## src/shared/freq_measure_pkg.sv

```systemverilog
/*
 * Constants, register map and state types for the two-channel
 * encoder frequency measurement block.
 * Assumes a 20 MHz system clock and a 32-bit classic Wishbone bus.
 */
package freq_measure_pkg;

   ////////////////////////////////////////////////////////////////////////////
   // Clock and time base
   localparam int CLK_HZ        = 20_000_000;
   localparam int MS_PER_S      = 1000;
   localparam int CYCLES_PER_MS = CLK_HZ / MS_PER_S;

   // Times are held in milliseconds
   localparam logic [13:0] SAMPLE_MS_MIN     = 14'h0001;
   localparam logic [13:0] SAMPLE_MS_MAX     = 14'h270F;
   localparam logic [13:0] SAMPLE_MS_DEFAULT = 14'h0001;
   localparam logic [13:0] WAIT_MS_MIN       = 14'h000A;
   localparam logic [13:0] WAIT_MS_MAX       = 14'h270F;
   localparam logic [13:0] WAIT_MS_DEFAULT   = 14'h0064;

   ////////////////////////////////////////////////////////////////////////////
   // Widths and scaling
   localparam int CYC_W  = 28;
   localparam int EDGE_W = 24;
   localparam int NUM_W  = EDGE_W + CYC_W;
   localparam int FREQ_W = 32;
   localparam int STEP_W = 6;
   localparam int FREQ_UNITS_PER_HZ = 10;
   localparam logic [CYC_W-1:0]  FREQ_SCALE = CYC_W'(CLK_HZ * FREQ_UNITS_PER_HZ);
   localparam logic [STEP_W-1:0] DIV_STEPS  = STEP_W'(NUM_W);

   ////////////////////////////////////////////////////////////////////////////
   // Register map (byte addresses)
   localparam logic [7:0] ADDR_SAMPLE = 8'h00;
   localparam logic [7:0] ADDR_WAIT   = 8'h04;
   localparam logic [7:0] ADDR_CONFIG = 8'h08;
   localparam logic [7:0] ADDR_CLEAR  = 8'h0C;
   localparam logic [7:0] ADDR_FREQ1  = 8'h10;
   localparam logic [7:0] ADDR_FREQ2  = 8'h14;
   localparam logic [7:0] ADDR_BASE   = 8'h18;
   localparam logic [7:0] ADDR_STATUS = 8'h1C;

   localparam int CFG_BASE_SEL_BIT  = 0;
   localparam int CFG_SPLIT_SEL_BIT = 1;
   localparam int CFG_SINGLE_BIT    = 2;
   localparam logic [2:0] CONFIG_RESET = 3'h0;

   localparam int CLR_CH1_BIT  = 0;
   localparam int CLR_CH2_BIT  = 1;
   localparam int CLR_BOTH_BIT = 2;

   typedef enum logic [0:0] {
      CH_WAIT_EDGE = 1'b0,
      CH_MEASURE   = 1'b1
   } ch_state_e;

endpackage : freq_measure_pkg

```

## src/rtl/encoder_frequency_measure.sv

```systemverilog
/*
 * Two-channel pulse frequency measurement with minimum window,
 * zero-frequency timeout and base-channel selection, plus a
 * classic Wishbone register slave.
 * Assumes pulse inputs already synchronous to clk_sys.
 */
// Implementation choices: the address map and register access over Wishbone.
`timescale 1ns/10ps

// Summary of operation
// - Each measurement window on both channels lasts at least the programmed sampling time (1 ms to 9999 ms, default 1 ms).
// - The sampling time acts as a smoothing filter, so a longer setting lengthens the result response time.
// - The gap between consecutive rising edges on each channel is timed against one shared zero timeout.
// - A channel reads exactly 0 Hz once its edge gap exceeds the timeout (10 ms to 9999 ms, default 100 ms).
// - The base-select setting picks sensor 1 (value 0) or sensor 2 (value 1) as base frequency, default 0.
// - Only the selected base frequency drives the analogue, control and relay evaluation output.
// - In the single-encoder variant both base-select values and both splitter-source values behave the same.
// - In the single-encoder variant any drift-fault clear acts as the combined clear for both channels.
module encoder_frequency_measure
   import freq_measure_pkg::*;
(
   input  wire logic              clk_sys,
   input  wire logic              arst_n,
   input  wire logic              ce,
   input  wire logic              wb_cyc_i,
   input  wire logic              wb_stb_i,
   input  wire logic              wb_we_i,
   input  wire logic [7:0]        wb_adr_i,
   input  wire logic [3:0]        wb_sel_i,
   input  wire logic [31:0]       wb_dat_i,
   output logic      [31:0]       wb_dat_o,
   output logic                   wb_ack_o,
   input  wire logic [1:0]        pulse_in,
   output logic      [FREQ_W-1:0] base_freq,
   output logic                   base_is_zero,
   output logic                   splitter_source,
   output logic      [1:0]        drift_clear
);

   ////////////////////////////////////////////////////////////////////////////
   // Bus slave and configuration
   logic             ack_reg,     ack_next;
   logic [31:0]      rdata_reg,   rdata_next;
   logic [13:0]      sample_ms_reg, sample_ms_next;
   logic [13:0]      wait_ms_reg,   wait_ms_next;
   logic [2:0]       config_reg,  config_next;
   logic [1:0]       clear_reg,   clear_next;
   logic [CYC_W-1:0] samp_cyc_reg, samp_cyc_next;
   logic [CYC_W-1:0] wait_cyc_reg, wait_cyc_next;
   logic             wr_take;
   logic [13:0]      wr_time;
   logic             single_var;

   logic [FREQ_W-1:0] freq_reg [2];
   logic [1:0]        zero_flag;
   logic [1:0]        busy_flag;
   logic              base_sel_eff;
   logic [FREQ_W-1:0] base_reg,  base_next;
   logic              bzero_reg, bzero_next;
   logic              split_reg, split_next;

   assign wr_take    = wb_cyc_i & wb_stb_i & wb_we_i & ack_reg;
   assign single_var = config_reg[CFG_SINGLE_BIT];

   always_comb begin
      ack_next      = 1'b0;
      rdata_next    = rdata_reg;
      sample_ms_next = sample_ms_reg;
      wait_ms_next  = wait_ms_reg;
      config_next   = config_reg;
      clear_next    = 2'b00;
      wr_time       = 14'h0000;
      if (wb_cyc_i && wb_stb_i && !ack_reg) begin
         ack_next = 1'b1;
         case (wb_adr_i)
            ADDR_SAMPLE: rdata_next = {18'h0_0000, sample_ms_reg};
            ADDR_WAIT:   rdata_next = {18'h0_0000, wait_ms_reg};
            ADDR_CONFIG: rdata_next = {29'h0000_0000, config_reg};
            ADDR_FREQ1:  rdata_next = freq_reg[0];
            ADDR_FREQ2:  rdata_next = freq_reg[1];
            ADDR_BASE:   rdata_next = base_reg;
            ADDR_STATUS: rdata_next = {28'h000_0000, busy_flag, zero_flag};
            default:     rdata_next = 32'h0000_0000;
         endcase
      end
      if (wr_take) begin
         case (wb_adr_i)
            ADDR_SAMPLE: begin
               wr_time[7:0]  = wb_sel_i[0] ? wb_dat_i[7:0] : sample_ms_reg[7:0];
               wr_time[13:8] = wb_sel_i[1] ? wb_dat_i[13:8] : sample_ms_reg[13:8];
               if (wr_time < SAMPLE_MS_MIN) begin
                  sample_ms_next = SAMPLE_MS_MIN;
               end else if (wr_time > SAMPLE_MS_MAX) begin
                  sample_ms_next = SAMPLE_MS_MAX;
               end else begin
                  sample_ms_next = wr_time;
               end
            end
            ADDR_WAIT: begin
               wr_time[7:0]  = wb_sel_i[0] ? wb_dat_i[7:0] : wait_ms_reg[7:0];
               wr_time[13:8] = wb_sel_i[1] ? wb_dat_i[13:8] : wait_ms_reg[13:8];
               if (wr_time < WAIT_MS_MIN) begin
                  wait_ms_next = WAIT_MS_MIN;
               end else if (wr_time > WAIT_MS_MAX) begin
                  wait_ms_next = WAIT_MS_MAX;
               end else begin
                  wait_ms_next = wr_time;
               end
            end
            ADDR_CONFIG: begin
               if (wb_sel_i[0]) begin
                  config_next = wb_dat_i[2:0];
               end
            end
            ADDR_CLEAR: begin
               if (wb_sel_i[0]) begin
                  // Per-channel clear widened to combined in single variant
                  if (wb_dat_i[CLR_BOTH_BIT] ||
                      (single_var && (wb_dat_i[CLR_CH1_BIT] || wb_dat_i[CLR_CH2_BIT]))) begin
                     clear_next = 2'b11;
                  end else begin
                     clear_next = {wb_dat_i[CLR_CH2_BIT], wb_dat_i[CLR_CH1_BIT]};
                  end
               end
            end
            default: begin
               clear_next = 2'b00;
            end
         endcase
      end
      // Converted once here so the channels only compare
      samp_cyc_next = CYC_W'(sample_ms_reg * CYCLES_PER_MS);
      wait_cyc_next = CYC_W'(wait_ms_reg * CYCLES_PER_MS);
   end

   always_ff @(posedge clk_sys or negedge arst_n) begin
      if (!arst_n) begin
         ack_reg       <= 1'b0;
         rdata_reg     <= 32'h0000_0000;
         sample_ms_reg <= SAMPLE_MS_DEFAULT;
         wait_ms_reg   <= WAIT_MS_DEFAULT;
         config_reg    <= CONFIG_RESET;
         clear_reg     <= 2'b00;
         samp_cyc_reg  <= CYC_W'(SAMPLE_MS_DEFAULT * CYCLES_PER_MS);
         wait_cyc_reg  <= CYC_W'(WAIT_MS_DEFAULT * CYCLES_PER_MS);
      end else if (ce) begin
         ack_reg       <= ack_next;
         rdata_reg     <= rdata_next;
         sample_ms_reg <= sample_ms_next;
         wait_ms_reg   <= wait_ms_next;
         config_reg    <= config_next;
         clear_reg     <= clear_next;
         samp_cyc_reg  <= samp_cyc_next;
         wait_cyc_reg  <= wait_cyc_next;
      end
   end

   assign wb_ack_o    = ack_reg;
   assign wb_dat_o    = rdata_reg;
   assign drift_clear = clear_reg;

   ////////////////////////////////////////////////////////////////////////////
   // Per-channel measurement and divider
   logic [1:0] pulse_d_reg;
   logic [1:0] rise;

   always_ff @(posedge clk_sys or negedge arst_n) begin
      if (!arst_n) begin
         pulse_d_reg <= 2'b00;
      end else if (ce) begin
         pulse_d_reg <= pulse_in;
      end
   end

   assign rise = pulse_in & ~pulse_d_reg;

   generate
      for (genvar ch = 0; ch < 2; ch++) begin : g_ch
         ch_state_e         state_reg,   state_next;
         logic [CYC_W-1:0]  elapsed_reg, elapsed_next;
         logic [CYC_W-1:0]  period_reg,  period_next;
         logic [EDGE_W-1:0] edges_reg,   edges_next;
         logic              zero_reg,    zero_next;
         logic              busy_reg,    busy_next;
         logic [CYC_W:0]    rem_reg,     rem_next;
         logic [NUM_W-1:0]  quo_reg,     quo_next;
         logic [CYC_W-1:0]  den_reg,     den_next;
         logic [STEP_W-1:0] step_reg,    step_next;
         logic [FREQ_W-1:0] fout_reg,    fout_next;
         logic [CYC_W-1:0]  elapsed_inc;
         logic [CYC_W-1:0]  period_inc;
         logic [CYC_W:0]    rem_sh;
         logic [NUM_W-1:0]  quo_sh;

         always_comb begin
            state_next   = state_reg;
            elapsed_next = elapsed_reg;
            period_next  = period_reg;
            edges_next   = edges_reg;
            zero_next    = zero_reg;
            busy_next    = busy_reg;
            rem_next     = rem_reg;
            quo_next     = quo_reg;
            den_next     = den_reg;
            step_next    = step_reg;
            fout_next    = fout_reg;
            elapsed_inc  = (&elapsed_reg) ? elapsed_reg : elapsed_reg + 1'b1;
            period_inc   = (&period_reg) ? period_reg : period_reg + 1'b1;
            rem_sh       = {rem_reg[CYC_W-1:0], quo_reg[NUM_W-1]};
            quo_sh       = {quo_reg[NUM_W-2:0], 1'b0};

            // Restoring division, one quotient bit per cycle
            if (busy_reg) begin
               if (rem_sh >= {1'b0, den_reg}) begin
                  rem_next = rem_sh - {1'b0, den_reg};
                  quo_next = quo_sh | {{(NUM_W-1){1'b0}}, 1'b1};
               end else begin
                  rem_next = rem_sh;
                  quo_next = quo_sh;
               end
               step_next = step_reg - 1'b1;
               if (step_reg == {{(STEP_W-1){1'b0}}, 1'b1}) begin
                  busy_next = 1'b0;
                  zero_next = 1'b0;
                  // Saturate rather than wrap on absurd rates
                  fout_next = (|quo_next[NUM_W-1:FREQ_W]) ? {FREQ_W{1'b1}} : quo_next[FREQ_W-1:0];
               end
            end

            period_next = rise[ch] ? {CYC_W{1'b0}} : period_inc;
            case (state_reg)
               CH_WAIT_EDGE: begin
                  if (rise[ch]) begin
                     state_next   = CH_MEASURE;
                     elapsed_next = {CYC_W{1'b0}};
                     edges_next   = {EDGE_W{1'b0}};
                  end
               end
               CH_MEASURE: begin
                  elapsed_next = elapsed_inc;
                  if (period_inc > wait_cyc_reg) begin
                     state_next = CH_WAIT_EDGE;
                     zero_next  = 1'b1;
                     busy_next  = 1'b0;
                     fout_next  = {FREQ_W{1'b0}};
                  end else if (rise[ch]) begin
                     if (elapsed_inc >= samp_cyc_reg) begin
                        // Window closes on this edge; next one opens here
                        rem_next     = {(CYC_W+1){1'b0}};
                        // Widened first: edges times scale overflows the counter width
                        quo_next     = (NUM_W'(edges_reg) + NUM_W'(1)) * NUM_W'(FREQ_SCALE);
                        den_next     = elapsed_inc;
                        step_next    = DIV_STEPS;
                        busy_next    = 1'b1;
                        elapsed_next = {CYC_W{1'b0}};
                        edges_next   = {EDGE_W{1'b0}};
                     end else if (!(&edges_reg)) begin
                        edges_next = edges_reg + 1'b1;
                     end
                  end
               end
               default: begin
                  state_next = CH_WAIT_EDGE;
               end
            endcase
         end

         always_ff @(posedge clk_sys or negedge arst_n) begin
            if (!arst_n) begin
               state_reg   <= CH_WAIT_EDGE;
               elapsed_reg <= {CYC_W{1'b0}};
               period_reg  <= {CYC_W{1'b0}};
               edges_reg   <= {EDGE_W{1'b0}};
               zero_reg    <= 1'b1;
               busy_reg    <= 1'b0;
               rem_reg     <= {(CYC_W+1){1'b0}};
               quo_reg     <= {NUM_W{1'b0}};
               den_reg     <= {CYC_W{1'b0}};
               step_reg    <= {STEP_W{1'b0}};
               fout_reg    <= {FREQ_W{1'b0}};
            end else if (ce) begin
               state_reg   <= state_next;
               elapsed_reg <= elapsed_next;
               period_reg  <= period_next;
               edges_reg   <= edges_next;
               zero_reg    <= zero_next;
               busy_reg    <= busy_next;
               rem_reg     <= rem_next;
               quo_reg     <= quo_next;
               den_reg     <= den_next;
               step_reg    <= step_next;
               fout_reg    <= fout_next;
            end
         end

         assign freq_reg[ch]  = fout_reg;
         assign zero_flag[ch] = zero_reg;
         assign busy_flag[ch] = busy_reg;
      end
   endgenerate

   ////////////////////////////////////////////////////////////////////////////
   // Base frequency selection
   // Single variant has one real sensor, so selection cannot matter
   assign base_sel_eff = single_var ? 1'b0 : config_reg[CFG_BASE_SEL_BIT];

   always_comb begin
      base_next  = base_sel_eff ? freq_reg[1] : freq_reg[0];
      bzero_next = base_sel_eff ? zero_flag[1] : zero_flag[0];
      split_next = single_var ? 1'b0 : config_reg[CFG_SPLIT_SEL_BIT];
   end

   always_ff @(posedge clk_sys or negedge arst_n) begin
      if (!arst_n) begin
         base_reg  <= {FREQ_W{1'b0}};
         bzero_reg <= 1'b1;
         split_reg <= 1'b0;
      end else if (ce) begin
         base_reg  <= base_next;
         bzero_reg <= bzero_next;
         split_reg <= split_next;
      end
   end

   assign base_freq       = base_reg;
   assign base_is_zero    = bzero_reg;
   assign splitter_source = split_reg;

endmodule : encoder_frequency_measure

```

## config.mk

```make
export PLATFORM = sky130hd
export DESIGN_NAME = encoder_frequency_measure
export DESIGN_NICKNAME = d
export VERILOG_FILES = /design/src/shared/freq_measure_pkg.sv /design/src/rtl/encoder_frequency_measure.sv
export SDC_FILE = /design/constraint.sdc
export NUM_CORES = 2
export LEC_CHECK = 0
export ABC_AREA = 1
export ABC_CLOCK_PERIOD_IN_PS = 7600
export BUFFER_PORTS_ARGS = -buffer_cell sky130_fd_sc_hd__buf_2
export CELL_PAD_IN_SITES_DETAIL_PLACEMENT = 0
export CELL_PAD_IN_SITES_GLOBAL_PLACEMENT = 1
export CORE_MARGIN = 5
export CORE_UTILIZATION = 39
export DETAILED_ROUTE_END_ITERATION = 6
export GPL_ROUTABILITY_DRIVEN = 0
export HOLD_SLACK_MARGIN = 0.03
export PLACE_DENSITY = 0.66
export SYNTH_ARGS = -nofsm -noshare
export SYNTH_HDL_FRONTEND = slang
export SYNTH_SLANG_ARGS = --single-unit
```

## constraint.sdc

```tcl
create_clock -name clk_sys -period 7.6 [get_ports clk_sys]
set_clock_uncertainty 0.05 [all_clocks]
set_input_delay 0 -clock clk_sys [delete_from_list [all_inputs] [get_ports clk_sys]]
set_output_delay 0 -clock clk_sys [all_outputs]
set_load 0.02 [all_outputs]
```

==> qor.yml <==
die:
  chipHeight_um: 406.7
  initial_core_util_pct: 39.25
  rows: 145
  die_w_um: 406.7
  core_um2: 156400
  io_pins: 121
  die_area_um2: 165400
synth:
  yosysSeqAreaShare_pct: 24.74
  ys_ff_latch: 606
  ys_types: 61
  avgSynthCellArea_um2: 7.666
  yosysWarningCount: 0
  ys.flop_type: "dfrtp_1"
  syn_nets: 9110
  syn_area_um2: 61380
  netlist_instances: 8007
  synthArstFlopShare_pct: 100.0
  synth-edff-count: 0
detailed_routing:
  routedWlPerCell_um: 19.39
  dr.pass1.iters: 7
  drc: 4
  vias_per_cell: 5.203
  dr_total_vias: 53070
  antenna_left: 0
  drt_iter0_drc: 3472
  wirelength_um: 197800
pwr:
  total_power_mw: 23.04
  powerDensity_nw_per_um2: 341.3
  power_leakage_nw: 34.37
  vdd.ir_drop.worst_uv: 334.5
sta:
  rsz0062_at_grt: "no"
  setup_violations: 0
  slew_headroom_pct: 16.13
  finalCritPeriodShare_pct: 94.18
  max_freq_mhz: 139.7
  setup-tns-final_ns: 0
  hold_viol: 0
  min_period_ns: 7.158
  slew_viol_final: 0
  worst_pin_slew_ns: 1.258
  setup_slack_ns: 0.4420
global_route:
  grt_pass1_vias: 53550
  antenna_found_initial: 2
  grt_pass1_wl_um: 312200
  grtUsageTotal_pct: 23.98
  overflow: 0
  grt_max_degree: 193
placed_design:
  dp_hpwl_um: 153600
  dp_worst_setup_slack_ns: 0.3810
  portBuffers: 100
cts:
  clock_insertion_delay_worst_skew_ns: 0.69
  cts_buffer_depth: 3
  cts-htree-levels: 3
  path_clk_slew_ns: 0.06
  root_buffer: "clkbuf_16"
  cts_sinks: 606
  numCtsBuffers: 79
  cts_tree: "built"
final_layout:
  multi_input_area_um2: 39730
  regArea_um2: 15200
  syn2layout_area_growth_pct: 9.984
  fillers: 16210
  drive_gt1_share_pct: 6.142
  largest_reg_flops: 104
  finalNetCount: 9177
flow_run:
  maxCapViolCount: 0
setup_path:
  path_class: "reg2reg"
  arrival_ns: 7.66
  end_kind: "flop"
  path_max_fanout: 6
  cp_num_buf_inv: 5
  cp_slowest_cell: "fa_1"
  startpoint_type: "flop"
  crit_path_max_incr_delay_ns: 0.52
  crit_required_ns: 8.10
  crit_family: "adder cells"
  crit_top_cell: "fa_1"
hold_path:
  hold_class: "in2reg"
outcome:
  violations: "design-rule violations"
  outcome: "finished, violations left"
-- cells in the final DEF, fill, tap and decap left out, drive strengths merged, types with 15 or more instances in the layout --
| cell | Yosys | layout |
|---|---|---|
| xor2 | 212 | 212 |
| nor4 | 27 | 27 |
| dfrtp | 587 | 587 |
| o21ai | 701 | 701 |
| xnor2 | 59 | 59 |
| fa | 454 | 454 |
| nand3 | 445 | 445 |
| o21bai | 16 | 16 |
| nor3 | 95 | 95 |
| o211ai | 37 | 37 |
| a31oi | 15 | 15 |
| dfstp | 19 | 19 |
| o22ai | 125 | 125 |
| a22oi | 26 | 26 |
| clkbuf | 163 | 108 |
| a21oi | 385 | 385 |
| nor2 | 563 | 563 |
| inv | 1458 | 1459 |
| nand2 | 1587 | 1587 |
| dlygate4sd3 | 0 | 34 |
| nand4 | 165 | 165 |
| a21o | 30 | 30 |
| o221ai | 39 | 39 |
| clkinv | 3 | 23 |
| o21a | 22 | 22 |
| ha | 597 | 597 |
| or2 | 27 | 27 |
| buf | 76 | 191 |
-- final cells by class --
type,instances,area share [%]
clock inverter,40,0.8729
inverter,1461,8.140
timing repair buffer,225,2.428
tap,2058,3.814
multi-input combinational,5701,58.86
sequential,606,22.51
antenna,1,0.003707
clock buffer,108,3.375
-- report_power, final --
| group | total (mW) | internal (mW) | switching (mW) | leakage (nW) |
|---|---|---|---|---|
| clock network | 4.16 | 2.52 | 1.63 | 1.39 |
| registers | 5.03 | 4.14 | 0.894 | 7.85 |
| logic | 13.9 | 4.80 | 9.05 | 25.1 |
-- routing by layer --
metal | up-vias | GRT usage (%) | part of all wire, %
li1 | 26080 | - | -
met1 | 25770 | 32.25 | 46
met2 | 982 | 41.62 | 48
met3 | 239 | 2.249 | 3.3
met4 | 0 | 6.077 | 2.8
met5 | - | 0 | 0
-- synthesized netlist by cell type (all sizes together), types with 5 or more instances --
master	instances	area (um2)
and2	11	68.82
a31o	7	61.31
and3	5	31.28
nor2	563	2261
o21bai	16	120.1
dfstp	19	499.2
inv	1458	5473
or2	27	168.9
nand3	445	2295
nor3	95	486.7
clkbuf	163	611.8
o22ai	125	782.0
a22o	12	105.1
nand4	165	1038
o211ai	37	277.8
nand2	1587	6025
a22oi	26	195.2
ha	597	7470
nor4	27	168.9
dfrtp	587	14690
a21o	30	225.2
fa	454	9089
xor2	212	1857
xnor2	59	539.3
a211oi	7	52.55
o21ai	701	3542
a21oi	385	1934
nand3b	9	67.56
o221ai	39	341.6
a31oi	15	93.84
o21a	22	165.2
buf	76	442.9
-- stage by stage --
step	hold slack, ns	area, um2	cells	util [%]
after CTS	0.03093	67410	10190	43.10
after detailed placement	0.06819	64170	10010	41.03
after floorplan	-0.3456	61380	8007	-
after global placement	0.07607	64170	10010	41.03
after global routing	0.1321	67510	10200	43.17
final	0.08210	67510	10200	43.17
-- worst register-to-register path, delay by kind of cell, from the launching register on --
family,cells,cell delay (ns)
AOI/OAI and AO/OA,4,0.75
xor gates and xnor gates,1,0.28
adders and majority gates,8,3.41
buffers and inverters,5,0.66
DFF,1,0.44
and+or+nand+nor,12,1.45
-- cell families (layout without fill, tap and decap cells) --
kind of cell    after synthesis  in the layout  share of synthesized area [%]
compound gates             1435           1435                          13.04
mux                           4              4                        0.07134
other cells                   0              1                              0
xor+xnor                    271            271                          3.904
buf+inv                    1700           1834                          10.65
flops                       606            606                          24.74
simple gates               2940           2940                          20.61
fa+ha+maj                  1051           1051                          26.98
-- repair_timing --
action | 4_1_cts | 5_1_grt
setup buffers | 0 | 5
hold buffers | 35 | 0
endpoints found under the hold margin | 215 | 0
endpoints found under the setup margin | 0 | 20
gates resized for setup | 0 | 23
-- path summary, 6_finish.rpt --
kind | startpoint | endpoint | slack (ns) | depth (start not counted)
setup reg to reg | g_ch[0].edges_reg[1] | g_ch[0].quo_reg[43] | 0.44 | 30
hold / removal | wb_we_i | sample_ms_reg[13] | 0.08 | 7
hold reg to reg | wb_dat_o[3] | wb_dat_o[3] | 0.43 | 2
setup / recovery | g_ch[0].edges_reg[1] | g_ch[0].quo_reg[43] | 0.44 | 30
min in group asynchronous | arst_n | pulse_d_reg[1] | 0.36 | 3
max in group asynchronous | arst_n | g_ch[1].edges_reg[23] | 5.82 | 5
(Power assumes the default switching activity.)
